### src/include/system_control_defines.svh
// timing counts, offsets, opcodes and field positions for the system control block
// Summary of operation
// - Frame tick at vsync start, every 175 lines
// - Each tick bumps counter, saturating at fifteen
// - Tick interrupt active while count non-zero, unmaskable
// - Reading the counter returns it and clears it
// - Tick during read is never lost or doubled
// - First opcode fetch after reset loads one
// - Low nibble opcode; high nibble only for port
// - Opcode 1 requests immediate whole-system reset
// - Disk interrupt routed to NMI, INT or neither
// - Opcodes 5/6 set/clear terminal count, clear at reset
// - Video floated, tone off, port zero at reset
// - Opcode B starts 3.75 kHz tone, C stops
// - Opcode F copies D7..D4 onto output pins
// - Colour strap swaps upper pins for red/blue video
// - Status reports each interrupt source in its bit
// - Maskable interrupt when any source bit active, disk only when routed to INT
// - Status bit 2 shows frame flyback instead
// - Printer, disk, serial interrupts active high
// - Shared interrupt active low, wired-AND by others
// - Keyboard and tick interrupts generated internally
// - Strap port shows pins sampled at reset
// - Strap pairs select wait states per region
// - Frame is 525 lines counted on line sync
// - Vsync low two lines, two lines into blanking
// - Flyback set through the 29 blanked lines
`ifndef SYSTEM_CONTROL_DEFINES_SVH
`define SYSTEM_CONTROL_DEFINES_SVH

`define CLK_HZ        20000000
`define TONE_HZ       3750
`define FRAME_LINES   10'h20D
`define BLANK_LINES   10'h01D
`define VSYNC_START   10'h002
`define VSYNC_LINES   10'h002
`define TICK_SPACING  10'h0AF
`define TICK_MAX      4'hF
`define TICKS_RESET   4'h0
`define PORT_RESET    4'h0
`define STRAP_SETTLE  2'h3

`define OFS_COMMAND   4'h0
`define OFS_STATUS    4'h4
`define OFS_STRAP     4'h8
`define OFS_TICKS     4'hC

`define OP_SYS_RESET  4'h1
`define OP_DISK_NMI   4'h2
`define OP_DISK_INT   4'h3
`define OP_DISK_OFF   4'h4
`define OP_TC_SET     4'h5
`define OP_TC_CLR     4'h6
`define OP_VID_DRIVE  4'h7
`define OP_VID_FLOAT  4'h8
`define OP_TONE_ON    4'hB
`define OP_TONE_OFF   4'hC
`define OP_PORT_LOAD  4'hF

`define ST_TICK       0
`define ST_KBD        1
`define ST_FLYBACK    2
`define ST_SER_B      3
`define ST_SER_A      4
`define ST_SHARED     5
`define ST_DISK       6
`define ST_PRN        7
`define STRAP_COLOUR  4

`endif

### src/include/system_control_pkg.sv
// types shared by the system control block
package system_control_pkg;
  typedef enum logic [1:0] {ROUTE_NONE, ROUTE_NMI, ROUTE_INT} irq_route_t;
endpackage

### src/logic/frame_timing.sv
// vertical frame timing: line count, vsync, flyback and frame ticks
`include "system_control_defines.svh"
`timescale 1ns/10ps
`default_nettype none
module frame_timing #(
  parameter logic [9:0] FRAME_LINES = `FRAME_LINES,
  parameter logic [9:0] BLANK_LINES = `BLANK_LINES,
  parameter logic [9:0] VS_START    = `VSYNC_START,
  parameter logic [9:0] VS_LINES    = `VSYNC_LINES,
  parameter logic [9:0] SPACING     = `TICK_SPACING
) (
  input  wire logic clk_i,
  input  wire logic rst_i,
  input  wire logic line_pulse_i,
  output var  logic vert_sync_n_o,
  output var  logic flyback_o,
  output var  logic tick_o
);
  logic [9:0] line_reg;
  logic [9:0] line_next;

  always_comb begin
    line_next = (line_reg == FRAME_LINES - 10'h001) ? 10'h000 : line_reg + 10'h001;
  end

  always_ff @(posedge clk_i or posedge rst_i) begin
    if (rst_i) begin
      line_reg      <= 10'h000;
      vert_sync_n_o <= 1'b1;
      flyback_o     <= 1'b1;
    end else if (line_pulse_i) begin
      line_reg      <= line_next;
      vert_sync_n_o <= !(line_next >= VS_START && line_next < VS_START + VS_LINES);
      flyback_o     <= line_next < BLANK_LINES;
    end
  end

  // ticks are one clock wide and fall on line edges only
  always_ff @(posedge clk_i or posedge rst_i) begin
    if (rst_i) begin
      tick_o <= 1'b0;
    end else begin
      tick_o <= line_pulse_i && (line_next == VS_START || line_next == VS_START + SPACING ||
                line_next == VS_START + SPACING + SPACING);
    end
  end

  vsync_tick_a: assert property (
    @(posedge clk_i) disable iff (rst_i) $fell(vert_sync_n_o) |-> tick_o)
    else $error("vsync leading edge without frame tick");

  line_wrap_a: assert property (
    @(posedge clk_i) disable iff (rst_i)
    line_pulse_i && line_reg == FRAME_LINES - 10'h001 |=> line_reg == 10'h000)
    else $error("frame did not wrap after last line");
endmodule
`default_nettype wire

### src/logic/tone_gen.sv
// square wave tone from a divided enable pulse
`include "system_control_defines.svh"
`timescale 1ns/10ps
`default_nettype none
module tone_gen #(
  parameter int HALF_CYC = `CLK_HZ / (2 * `TONE_HZ)
) (
  input  wire logic clk_i,
  input  wire logic rst_i,
  input  wire logic enable_i,
  output var  logic tone_o
);
  logic [11:0] div_reg;
  logic        step;

  assign step = div_reg == 12'(HALF_CYC - 1);

  always_ff @(posedge clk_i or posedge rst_i) begin
    if (rst_i) begin
      div_reg <= 12'h000;
    end else begin
      div_reg <= step ? 12'h000 : div_reg + 12'h001;
    end
  end

  // idles low when off so the speaker carries no standing current
  always_ff @(posedge clk_i or posedge rst_i) begin
    if (rst_i) begin
      tone_o <= 1'b0;
    end else if (!enable_i) begin
      tone_o <= 1'b0;
    end else if (step) begin
      tone_o <= !tone_o;
    end
  end

  tone_off_a: assert property (
    @(posedge clk_i) disable iff (rst_i) !enable_i |=> !tone_o)
    else $error("tone running while disabled");
endmodule
`default_nettype wire

### src/logic/system_control_status_irq.sv
// system command, interrupt status, strap and frame tick registers on avalon-mm
//
// Implementation choices: register access over Avalon-MM and the register addresses.
`include "system_control_defines.svh"
`timescale 1ns/10ps
`default_nettype none
module system_control_status_irq (
  input  wire logic        clk_i,
  input  wire logic        rst_i,
  input  wire logic [3:0]  avs_address_i,
  input  wire logic        avs_read_i,
  input  wire logic        avs_write_i,
  input  wire logic [31:0] avs_writedata_i,
  input  wire logic [3:0]  avs_byteenable_i,
  output var  logic [31:0] avs_readdata_o,
  output var  logic        avs_waitrequest_o,
  input  wire logic        opcode_fetch_cycle_i,
  input  wire logic        keyboard_irq_i,
  input  wire logic        red_video_out_i,
  input  wire logic        blue_video_out_i,
  input  wire logic        line_sync_n_i,
  input  wire logic        printer_irq_i,
  input  wire logic        disk_irq_i,
  input  wire logic        serial_a_irq_i,
  input  wire logic        serial_b_irq_i,
  input  wire logic        shared_wired_irq_n_i,
  input  wire logic        rom_select_pin_i,
  input  wire logic [6:0]  upper_address_straps_i,
  output var  logic        cpu_int_n_o,
  output var  logic        cpu_nmi_n_o,
  output var  logic        system_reset_o,
  output var  logic        fdc_terminal_count_o,
  output var  logic        video_oe_o,
  output var  logic        bleeper_o,
  output var  logic [3:0]  general_output_pins_o,
  output var  logic [3:0]  general_output_oe_o,
  output var  logic        vert_sync_n_o,
  output var  logic [3:0]  fetch_waits_o,
  output var  logic [3:0]  other_waits_o
);
  localparam int PIN_N = 14;
  // active-low pins reset to their idle high level, so no false edge follows reset
  localparam logic [PIN_N-1:0] PIN_IDLE = 14'h0021;

  logic [PIN_N-1:0] pin_raw;
  logic [PIN_N-1:0] pin_meta;
  logic [PIN_N-1:0] pin_sync;

  logic        line_sync_n_s;
  logic        line_sync_n_d;
  logic        printer_irq_s;
  logic        disk_irq_s;
  logic        serial_a_irq_s;
  logic        serial_b_irq_s;
  logic        shared_wired_irq_n_s;
  logic [7:0]  strap_pins_s;

  logic        wait_reg;
  logic        req;
  logic        rd_take;
  logic        wr_done;
  logic [3:0]  opcode;

  system_control_pkg::irq_route_t route_reg;
  logic        tone_on_reg;
  logic        video_drive_reg;
  logic [3:0]  port_reg;
  logic [3:0]  ticks_reg;
  logic        first_fetch_reg;
  logic [7:0]  strap_reg;
  logic        strap_done_reg;
  logic [1:0]  settle_reg;

  logic        frame_tick;
  logic        flyback;
  logic [7:0]  status_now;
  logic        int_any;
  logic        ticks_clear;

  // every pin input crosses in through two flops before use
  assign pin_raw = {rom_select_pin_i, upper_address_straps_i, line_sync_n_i, printer_irq_i,
                    disk_irq_i, serial_a_irq_i, serial_b_irq_i, shared_wired_irq_n_i};

  generate
    for (genvar i = 0; i < PIN_N; i++) begin : g_sync
      always_ff @(posedge clk_i or posedge rst_i) begin
        if (rst_i) begin
          pin_meta[i] <= PIN_IDLE[i];
          pin_sync[i] <= PIN_IDLE[i];
        end else begin
          pin_meta[i] <= pin_raw[i];
          pin_sync[i] <= pin_meta[i];
        end
      end
    end
  endgenerate

  assign shared_wired_irq_n_s = pin_sync[0];
  assign serial_b_irq_s       = pin_sync[1];
  assign serial_a_irq_s       = pin_sync[2];
  assign disk_irq_s           = pin_sync[3];
  assign printer_irq_s        = pin_sync[4];
  assign line_sync_n_s        = pin_sync[5];
  // strap bit 0 is the rom select pin, bits 7..1 the upper address pins
  assign strap_pins_s         = {pin_sync[12:6], pin_sync[13]};

  always_ff @(posedge clk_i or posedge rst_i) begin
    if (rst_i) begin
      line_sync_n_d <= 1'b1;
    end else begin
      line_sync_n_d <= line_sync_n_s;
    end
  end

  frame_timing u_frame (
    .clk_i         (clk_i),
    .rst_i         (rst_i),
    .line_pulse_i  (line_sync_n_d && !line_sync_n_s),
    .vert_sync_n_o (vert_sync_n_o),
    .flyback_o     (flyback),
    .tick_o        (frame_tick)
  );

  tone_gen u_tone (
    .clk_i    (clk_i),
    .rst_i    (rst_i),
    .enable_i (tone_on_reg),
    .tone_o   (bleeper_o)
  );

  // bus slave: one wait cycle, then the access completes
  assign req     = avs_read_i || avs_write_i;
  assign rd_take = avs_read_i && wait_reg;
  assign wr_done = avs_write_i && !wait_reg && avs_byteenable_i[0]
                   && avs_address_i == `OFS_COMMAND;
  assign opcode  = avs_writedata_i[3:0];

  always_ff @(posedge clk_i or posedge rst_i) begin
    if (rst_i) begin
      wait_reg <= 1'b1;
    end else begin
      wait_reg <= !(req && wait_reg);
    end
  end

  assign avs_waitrequest_o = wait_reg;

  always_comb begin
    status_now                = 8'h00;
    status_now[`ST_TICK]      = ticks_reg != 4'h0;
    status_now[`ST_KBD]       = keyboard_irq_i;
    status_now[`ST_FLYBACK]   = flyback;
    status_now[`ST_SER_B]     = serial_b_irq_s;
    status_now[`ST_SER_A]     = serial_a_irq_s;
    status_now[`ST_SHARED]    = !shared_wired_irq_n_s;
    status_now[`ST_DISK]      = disk_irq_s;
    status_now[`ST_PRN]       = printer_irq_s;
  end

  // flyback is not an interrupt, disk only counts when routed to int
  assign int_any = status_now[`ST_TICK] || status_now[`ST_KBD] || status_now[`ST_SER_B]
                   || status_now[`ST_SER_A] || status_now[`ST_SHARED] || status_now[`ST_PRN]
                   || (status_now[`ST_DISK] && route_reg == system_control_pkg::ROUTE_INT);

  always_ff @(posedge clk_i or posedge rst_i) begin
    if (rst_i) begin
      cpu_int_n_o <= 1'b1;
      cpu_nmi_n_o <= 1'b1;
    end else begin
      cpu_int_n_o <= !int_any;
      cpu_nmi_n_o <= !(disk_irq_s && route_reg == system_control_pkg::ROUTE_NMI);
    end
  end

  // read data is captured on the first request cycle and held for the ack
  always_ff @(posedge clk_i or posedge rst_i) begin
    if (rst_i) begin
      avs_readdata_o <= 32'h0000_0000;
    end else if (rd_take) begin
      unique case (avs_address_i)
        `OFS_STATUS: avs_readdata_o <= {24'h00_0000, status_now};
        `OFS_STRAP:  avs_readdata_o <= {24'h00_0000, strap_reg};
        `OFS_TICKS:  avs_readdata_o <= {28'h000_0000, ticks_reg};
        default:     avs_readdata_o <= 32'h0000_0000;
      endcase
    end
  end

  // clear at the capture edge so the value returned is exactly the value dropped
  assign ticks_clear = rd_take && avs_address_i == `OFS_TICKS && avs_byteenable_i[0];

  always_ff @(posedge clk_i or posedge rst_i) begin
    if (rst_i) begin
      ticks_reg       <= `TICKS_RESET;
      first_fetch_reg <= 1'b0;
    end else if (opcode_fetch_cycle_i && !first_fetch_reg) begin
      ticks_reg       <= 4'h1;
      first_fetch_reg <= 1'b1;
    end else if (ticks_clear) begin
      // a tick on the clearing edge becomes the new count of one
      ticks_reg <= frame_tick ? 4'h1 : 4'h0;
    end else if (frame_tick && ticks_reg != `TICK_MAX) begin
      ticks_reg <= ticks_reg + 4'h1;
    end
  end

  // command opcodes; unlisted codes fall through and change nothing
  always_ff @(posedge clk_i or posedge rst_i) begin
    if (rst_i) begin
      route_reg <= system_control_pkg::ROUTE_NONE;
    end else if (wr_done) begin
      unique case (opcode)
        `OP_DISK_NMI: route_reg <= system_control_pkg::ROUTE_NMI;
        `OP_DISK_INT: route_reg <= system_control_pkg::ROUTE_INT;
        `OP_DISK_OFF: route_reg <= system_control_pkg::ROUTE_NONE;
        default:      route_reg <= route_reg;
      endcase
    end
  end

  always_ff @(posedge clk_i or posedge rst_i) begin
    if (rst_i) begin
      fdc_terminal_count_o <= 1'b0;
    end else if (wr_done && opcode == `OP_TC_SET) begin
      fdc_terminal_count_o <= 1'b1;
    end else if (wr_done && opcode == `OP_TC_CLR) begin
      fdc_terminal_count_o <= 1'b0;
    end
  end

  always_ff @(posedge clk_i or posedge rst_i) begin
    if (rst_i) begin
      video_drive_reg <= 1'b0;
    end else if (wr_done && opcode == `OP_VID_DRIVE) begin
      video_drive_reg <= 1'b1;
    end else if (wr_done && opcode == `OP_VID_FLOAT) begin
      video_drive_reg <= 1'b0;
    end
  end

  always_ff @(posedge clk_i or posedge rst_i) begin
    if (rst_i) begin
      tone_on_reg <= 1'b0;
    end else if (wr_done && opcode == `OP_TONE_ON) begin
      tone_on_reg <= 1'b1;
    end else if (wr_done && opcode == `OP_TONE_OFF) begin
      tone_on_reg <= 1'b0;
    end
  end

  always_ff @(posedge clk_i or posedge rst_i) begin
    if (rst_i) begin
      port_reg <= `PORT_RESET;
    end else if (wr_done && opcode == `OP_PORT_LOAD) begin
      port_reg <= avs_writedata_i[7:4];
    end
  end

  // the reset request is a single pulse; the system reset logic stretches it
  always_ff @(posedge clk_i or posedge rst_i) begin
    if (rst_i) begin
      system_reset_o <= 1'b0;
    end else begin
      system_reset_o <= wr_done && opcode == `OP_SYS_RESET;
    end
  end

  // straps settle through the synchroniser, then are frozen until next reset
  always_ff @(posedge clk_i or posedge rst_i) begin
    if (rst_i) begin
      settle_reg     <= 2'h0;
      strap_done_reg <= 1'b0;
      strap_reg      <= 8'h00;
    end else if (!strap_done_reg) begin
      if (settle_reg == `STRAP_SETTLE) begin
        strap_reg      <= strap_pins_s;
        strap_done_reg <= 1'b1;
      end else begin
        settle_reg <= settle_reg + 2'h1;
      end
    end
  end

  always_ff @(posedge clk_i or posedge rst_i) begin
    if (rst_i) begin
      general_output_pins_o <= `PORT_RESET;
      general_output_oe_o   <= 4'h0;
      video_oe_o            <= 1'b0;
    end else begin
      video_oe_o <= video_drive_reg;
      if (strap_reg[`STRAP_COLOUR]) begin
        // floated video shows low, so the port still reads zero after reset
        general_output_pins_o <= {red_video_out_i && video_drive_reg,
                                  blue_video_out_i && video_drive_reg, port_reg[1:0]};
        general_output_oe_o   <= {video_drive_reg, video_drive_reg, 2'h3};
      end else begin
        general_output_pins_o <= port_reg;
        general_output_oe_o   <= 4'hF;
      end
    end
  end

  // wait-state decode per region: bit 1 picks two on fetch; elsewhere each set bit of the pair adds one
  generate
    for (genvar r = 0; r < 2; r++) begin : g_waits
      always_ff @(posedge clk_i or posedge rst_i) begin
        if (rst_i) begin
          fetch_waits_o[2*r +: 2] <= 2'h1;
          other_waits_o[2*r +: 2] <= 2'h0;
        end else begin
          fetch_waits_o[2*r +: 2] <= strap_reg[2*r+1] ? 2'h2 : 2'h1;
          other_waits_o[2*r +: 2] <= strap_reg[2*r+1:2*r] == 2'h3 ? 2'h2 :
                                     strap_reg[2*r+1:2*r] == 2'h0 ? 2'h0 : 2'h1;
        end
      end
    end
  endgenerate

  tick_sat_a: assert property (
    @(posedge clk_i) disable iff (rst_i)
    ticks_reg == `TICK_MAX && !ticks_clear && first_fetch_reg |=> ticks_reg == `TICK_MAX)
    else $error("tick counter left fifteen without a read");

  tick_irq_a: assert property (
    @(posedge clk_i) disable iff (rst_i) ticks_reg != 4'h0 |=> !cpu_int_n_o)
    else $error("pending ticks did not raise the interrupt");

  read_clear_a: assert property (
    @(posedge clk_i) disable iff (rst_i)
    ticks_clear && !frame_tick && first_fetch_reg ##1 !avs_waitrequest_o
    |-> ticks_reg == 4'h0 && avs_readdata_o[3:0] == $past(ticks_reg))
    else $error("tick read did not return and clear the count");

  read_tick_a: assert property (
    @(posedge clk_i) disable iff (rst_i)
    ticks_clear && frame_tick && first_fetch_reg |=> ticks_reg == 4'h1)
    else $error("tick during read was lost");

  first_fetch_a: assert property (
    @(posedge clk_i) disable iff (rst_i)
    opcode_fetch_cycle_i && !first_fetch_reg |=> ticks_reg == 4'h1 && first_fetch_reg)
    else $error("first fetch did not load one");

  tc_cmd_a: assert property (
    @(posedge clk_i) disable iff (rst_i)
    wr_done && opcode == `OP_TC_SET |=> fdc_terminal_count_o)
    else $error("terminal count did not follow set command");

  tc_hold_a: assert property (
    @(posedge clk_i) disable iff (rst_i)
    fdc_terminal_count_o && !(wr_done && opcode == `OP_TC_CLR) |=> fdc_terminal_count_o)
    else $error("terminal count dropped without clear command");

  disk_nmi_a: assert property (
    @(posedge clk_i) disable iff (rst_i)
    disk_irq_s && route_reg == system_control_pkg::ROUTE_NMI |=> !cpu_nmi_n_o)
    else $error("routed disk interrupt missed nmi");

  port_load_a: assert property (
    @(posedge clk_i) disable iff (rst_i)
    wr_done && opcode == `OP_PORT_LOAD && !strap_reg[`STRAP_COLOUR]
    |-> ##2 general_output_pins_o == $past(avs_writedata_i[7:4], 2))
    else $error("output port did not take data bits 7..4");
endmodule
`default_nettype wire

### config.mk
export PLATFORM = sky130hd
export DESIGN_NAME = system_control_status_irq
export DESIGN_NICKNAME = d
export VERILOG_FILES = /design/src/include/system_control_pkg.sv /design/src/logic/frame_timing.sv /design/src/logic/tone_gen.sv /design/src/logic/system_control_status_irq.sv
export VERILOG_INCLUDE_DIRS = /design/src /design/src/include
export SDC_FILE = /design/constraint.sdc
export NUM_CORES = 1
export LEC_CHECK = 0
export ABC_AREA = 1
export ABC_CLOCK_PERIOD_IN_PS = 3600
export BUFFER_PORTS_ARGS = -buffer_cell sky130_fd_sc_hd__buf_2
export CORE_MARGIN = 3
export CORE_UTILIZATION = 42
export DETAILED_ROUTE_END_ITERATION = 10
export REMOVE_ABC_BUFFERS = 1
export SETUP_SLACK_MARGIN = 0.5
export SYNTH_ARGS = -nofsm -noshare
export SYNTH_HDL_FRONTEND = slang
export SYNTH_HIERARCHICAL = 1
export SYNTH_SLANG_ARGS = --single-unit
### constraint.sdc
create_clock -name clk_i -period 3.6 [get_ports clk_i]
set_input_delay 0.72 -clock clk_i [delete_from_list [all_inputs] [get_ports clk_i]]
set_output_delay 0.72 -clock clk_i [all_outputs]
set_load 0.02 [all_outputs]
# ---- Word-level counts from Yosys, hierarchy flattened
# Cells that the tools add are included.
dict set report word_totals {
  in_bits 62
  reg_bits 133
  elab_cells 172
}
dict set report classes {
  reduce_logical 54
  n_eq_ne 26
  bitwise_logic 2
  add_sub_neg 4
  magnitude_cmp 3
  mux 26
}
# op count
set op_table {}
lappend op_table {{$eq 4x4->1 const B} 6}
lappend op_table {{$logic_and 1x1->1} 24}
lappend op_table {{$pmux 8 s3} 1}
lappend op_table {{$eq 4x3->1 const B} 5}
lappend op_table {{$mux 4} 5}
lappend op_table {{$mux 1} 13}
lappend op_table {{$add 12x1->12 const B} 1}
lappend op_table {{$eq 12x12->1 const B} 1}
lappend op_table {{$mux 12} 1}
lappend op_table {{$add 10x1->10 const B} 1}
lappend op_table {{$eq 10x10->1 const B} 1}
lappend op_table {{$eq 10x2->1 const B} 1}
lappend op_table {{$eq 10x8->1 const B} 1}
lappend op_table {{$eq 10x9->1 const B} 1}
lappend op_table {{$ge 10x2->1 const B} 1}
lappend op_table {{$lt 10x3->1 const B} 1}
lappend op_table {{$lt 10x5->1 const B} 1}
lappend op_table {{$mux 10} 1}
lappend op_table {{$logic_not 1->1} 9}
lappend op_table {{$logic_or 1x1->1} 9}
lappend op_table {{$eq 2x2->1 const B} 4}
lappend op_table {{$eq 4x2->1 const B} 2}
lappend op_table {{$mux 2} 4}
lappend op_table {{$pmux 2 s3} 1}
lappend op_table {{13 further kinds} 20}

# ---- Depth between registers and ports, before layout
dict set report logic_depth {
  depth_word 8
  mapped_depth 14
  ltp_nobuf 14
}

# ---- Cells and area by module
# The synthesis kept the hierarchy.
# mod area_each_um2 n_inst cells_each
set modules_own_cells {}
lappend modules_own_cells {system_control_status_irq 3219.3 1 312}
lappend modules_own_cells {frame_timing 1018.5 1 144}
lappend modules_own_cells {tone_gen 788.3 1 111}

# ---- Least setup slack after synthesis
# No wires, ideal clock.
dict set report synth_path {
  path_kind {reg2reg}
  startpoint {register u_frame.line_reg[0]}
  endpoint {register u_frame.tick_o}
  path_slack_ps 2064
  t_arrival_ps 1473
  required_time_ps 3537
  setup_time_ps 63
  path_stages_with_launch 13
  path_buffers 0
  period_less_slack_ps 1536
  path_cell_list {dfrtp_1 inv_2 ha_1 inv_1 nor2_4 nand4_4 nand2_1 nand2_1 nor2_1 nand3_1 nand3_1 nand2_1 inv_1}
}
dict set report synth_via {
  elab_chain_len 6
}
# item line
set synth_lines {}
lappend synth_lines {{start, declared} frame_timing.sv:19} ;# logic [9:0] line_reg;
lappend synth_lines {{start signal, assigned} frame_timing.sv:32} ;# line_reg <= line_next;
lappend synth_lines {{$add 10x1->10 / $eq 10x10->1 (equally long branches)} frame_timing.sv:23} ;# line_next = (line_reg == FRAME_LINES - 10'h001) ? 10'h000 : line_reg + 10'h001;
lappend synth_lines {{$mux 10 *} frame_timing.sv:23}
lappend synth_lines {{$eq 10x2->1 / $eq 10x8->1 (equally long branches)} frame_timing.sv:43} ;# tick_o <= line_pulse_i && (line_next == VS_START || line_next == VS_START + SPACING ||
lappend synth_lines {{$logic_or 1x1->1} frame_timing.sv:43}
lappend synth_lines {{$logic_or 1x1->1 *} frame_timing.sv:43}
lappend synth_lines {{$logic_and 1x1->1 *} frame_timing.sv:43}
lappend synth_lines {{end signal, assigned} frame_timing.sv:43}
lappend synth_lines {{end, declared} frame_timing.sv:17} ;# output var logic tick_o
# Every way passes the cells marked *; elsewhere a longest branch is shown, timed or not.
# A chain may end at the register's enable or synchronous reset.

# ---- Final worst setup path
# Same ends and word-level chain as after synthesis.

==> impl_summary.txt <==
----------------------------------------------------
[Clocking]
  Clk root buf ... clkbuf_16
  # resized after CTS ... 0
  H-tree levels ... 3
  TritonCTS Buffers ... 9
  Clock buffer depth ... 2
  Count of hold buffers inserted by post-cts repair ... 0
  Clock slew seen by the registers of the worst setup and hold paths ... 70 ps
  # Post-CTS Setup Buffers ... 0
  Clock insertion delay at the later pin of the skew report ... 350 ps
  Number of sinks handled by clock tree synthesis ... 107
  Clock tree from TritonCTS ... yes

[Yosys]
  Yosys synthesis warning count ... 6
  Post-Synth Adder-Cell Area ... 2.240%
  Compound-Gate Fraction of Synth Area ... 4.083%
  Post-synth ARST share ... 100.0%
  Cell area after synthesis ... 5026 sq um
  Avg Synthesized Cell Area ... a little under 9 sq um
  Synthesized-area fraction occupied by and/or/nand/nor cells ... approximately 28%
  Seq/Total Area, Yosys ... 53.57%
  Primary flip-flop cell chosen by synthesis mapping ... dfrtp_1
  Share of synthesized area spent on multiplexers ... 0.4481%
  Main combinational cell family by area after synthesis ... simple AND/OR/NAND/NOR gates
  Cell variety after synth ... 36
  EDFF count, synth ... 0
  Post-synthesis sequential element count ... 107
  Share of the synthesized netlist area taken by xor and xnor gates ... less than 1%
  Cells after synthesis ... 567

[Die]
  Row count ... 39
  Y dimension of the die ... 115.4 um
  Starting utilization of the core area ... a little over two fifths
  Boundary Pins ... 118
  Horizontal die dimension ... 115.4 um
  Area of the core ... 11,560 sq um
  Area of the die ... 13,320 sq um

[Timing]
  Final Setup Violations ... 0
  Worst setup skew after layout ... approximately 8.4 ps
  Maximum clock frequency ... 0.5564 GHz
  Actual slew at the worst max-slew pin ... approximately 740 ps
  Final sum of negative setup slack ... 0 ps
  Clock period minus worst slack ... approximately 1800 ps
  Hold Vio Cnt, Final ... 0
  Crit share post-route ... 49.92%
  Setup repair after global routing missed its margin ... false
  Final Max Tran Viols ... 0
  Post-route worst setup slack ... 1803 ps
  Rel. slew slack ... 50.75%

[Run]
  Max Cap Violations ... 0

[Cells and area]
  Antenna cells ... 0
  Nets ... 710
  Growth of design area from synthesis to finish ... 13.57%
  Share of cells above drive strength 1 ... 23.60%
  Largest register FFs ... 14
  Fill cell total of the finished layout ... between 1,000 and 1,500
  Post-route non-filler standard cell count ... 787
  Final Util ... 49.36%
  Commonest cells after routing, fill and taps aside ... nand2_1 (151), dfrtp_1 (95), inv_1 (69)
  Leading cell type in the layout, fill and taps excluded ... nand2_1

[Worst setup path]
  Endpoint of the lowest-slack register-to-register path ... u_frame/tick_o$_DFF_PP0_
  Startpoint type of the worst setup path ... register
  Largest stage delay on the critical path ... between 400 and 500 ps
  Gate family responsible for the most delay along the worst path ... simple AND/OR/NAND/NOR gates
  CP cell instances ... inv_2 > ha_1 > inv_1 > nor2_4 > nand4_4 > nand2_1 > nand2_1 > nor2_1 > nand3_1 > nand3_1 > nand2_1 > inv_1
  Cell type of the slowest stage on the worst timing path ... dfrtp_1
  Critical Path RT ... 3890 ps
  CP dominant cell by count ... nand2_1
  RR Startpoint ... u_frame/line_reg[0]$_DFFE_PP0P_
  Depth of the most critical reg-to-reg path ... 12
  Critical path type ... register to register
  Worst reg-to-reg setup slack ... approximately 1800 ps
  Critical path buffers and inverters ... 3
  CP endpoint kind ... register
  Critical path arrival ... 2090 ps
  Max Fanout on Critical Path ... 8

[Min path]
  Startpoint of the lowest-slack hold path ... pin_meta[10]$_DFF_PP0_
  Worst hold endpoint ... pin_sync[10]$_DFF_PP0_
  Number of cells traversed by the worst hold path ... 0
  Class of the tightest hold or removal check ... register to register

[Place]
  Instance count after placement with tap cells included ... 771
  Count of buffers from port buffering ... 66
  Worst slack after detailed placement ... about 1700 ps
  Placer Congestion ... ~0.90
  Detailed Place HPWL ... ~7.3 mm

[Global route]
  Congestion Overflow GR ... 0
  Number of global-route vias before repair ... 3,430
  GR Util All Layers ... 14.94%
  Number of antenna violations at the first check in global routing ... 1
  Maximum number of pins on one net before global-route repair ... between 40 and 50
  First-pass GRT wire length ... 15.61 mm

[Route]
  Residual DRC ... 0
  DR pass1 iterations ... 6
  Total via count after detailed routing ... approximately 3,600
  Average wire per cell in the routed design ... approximately 12 um
  Post-detailed-routing wire length ... between 9 and 10 mm
  Post-DRT Antenna Nets ... 0
  Routed vias/inst ... 4.616
  Iter 0 DRT Violations ... 163

[Power and ir drop]
  Leakage Power ... 2.960 nW
  Total Power Consumption ... 0.002736 W
  Peak ir drop on the vdd network ... about 250 uV
  Pwr/cell area ... between 400 and 500 nW/um^2

[Run status]
  Outcome ... complete, no violations

----------------------------------------------------
==> metrics by stage <==
step	instance area, sq um	hold WS [ps]
3_3_place_gp	5415	334.5
4_1_cts	5708	348.9
6_report	5708	347.2
5_1_grt	5708	357.5
2_1_floorplan	4890	331.2
3_5_place_dp	5415	335.5
==> how the worst max path moves through the flow <==
stage                                               start                       endpoint  slack, ps  cells after the start
after floorplan                                     rst_i  avs_readdata_o[0]$_DFFE_PP0N_        820                      1
final                     u_frame/line_reg[0]$_DFFE_PP0P_       u_frame/tick_o$_DFF_PP0_       1800                     12
after CTS                     avs_waitrequest_o$_DFF_PP1_              avs_waitrequest_o       1800                      1
after detailed placement                 avs_address_i[1]        port_reg[1]$_DFFE_PP0P_       1750                      7
after global routing      u_frame/line_reg[0]$_DFFE_PP0P_       u_frame/tick_o$_DFF_PP0_       1630                     12
after global placement                   avs_address_i[1]        port_reg[1]$_DFFE_PP0P_       1780                      7
==> synthesized netlist by cell type, types with 7 or more instances <==
library cell  count  share of area, %
nand2_1         151                11
dfrtp_1          95                47
inv_1            70               5.2
nor2_1           46               3.4
nand3_1          40               4.0
buf_4            27               4.0
o21ai_0          16               1.6
dfstp_2          12               6.3
nor2_4           12               2.7
a21oi_1          11               1.1
nor2_2           11               1.4
nand4_1          10               1.2
ha_1              9               2.2
nand2_2           9               1.1
inv_2             7              0.52
nand3_2           7               1.4
==> cells by family (layout without fill, tap and decap cells) <==
logic type               count (synthesis)  count (layout)
AO/OA/AOI/OAI                           38              38
XOR/XNOR                                 5               5
adder cells (fa/ha/maj)                  9               9
buffers and inverters                  108             162
flip-flops                             107             107
multiplexers                             2               2
other                                    2              25
AND/OR/NAND/NOR                        296             296
==> cell type report <==
class,count,area (sq um),area share [%]
Clock buffer,10,239.0,4.187
Clock inverter,6,53.80,0.9426
Inverter,78,294.0,5.151
Multi-Input combinational cell,375,1904,33.36
Sequential cell,107,2693,47.17
Tap cell,143,178.9,3.135
Timing Repair Buffer,68,345.3,6.050
==> power breakdown <==
part | leakage (nW) | total, W | switching, W | internal [W]
clock | 0.148 | 0.000955 | 0.000451 | 0.000504
combinational | 1.50 | 0.000405 | 0.000275 | 0.000130
sequential | 1.31 | 0.00138 | 0.0000858 | 0.00129
==> layer usage <==
metal  global-route usage [%]  vias to the layer above  part of all wire, %
met3                    5.632                       12                  6.1
met2                    23.80                       75                   47
li1                         -                     1857                    -
met1                    18.92                     1687                   45
met5                        0                        -                0.074
met4                    4.695                        2                  1.7
No activity file was read; power rests on OpenSTA's default activity.
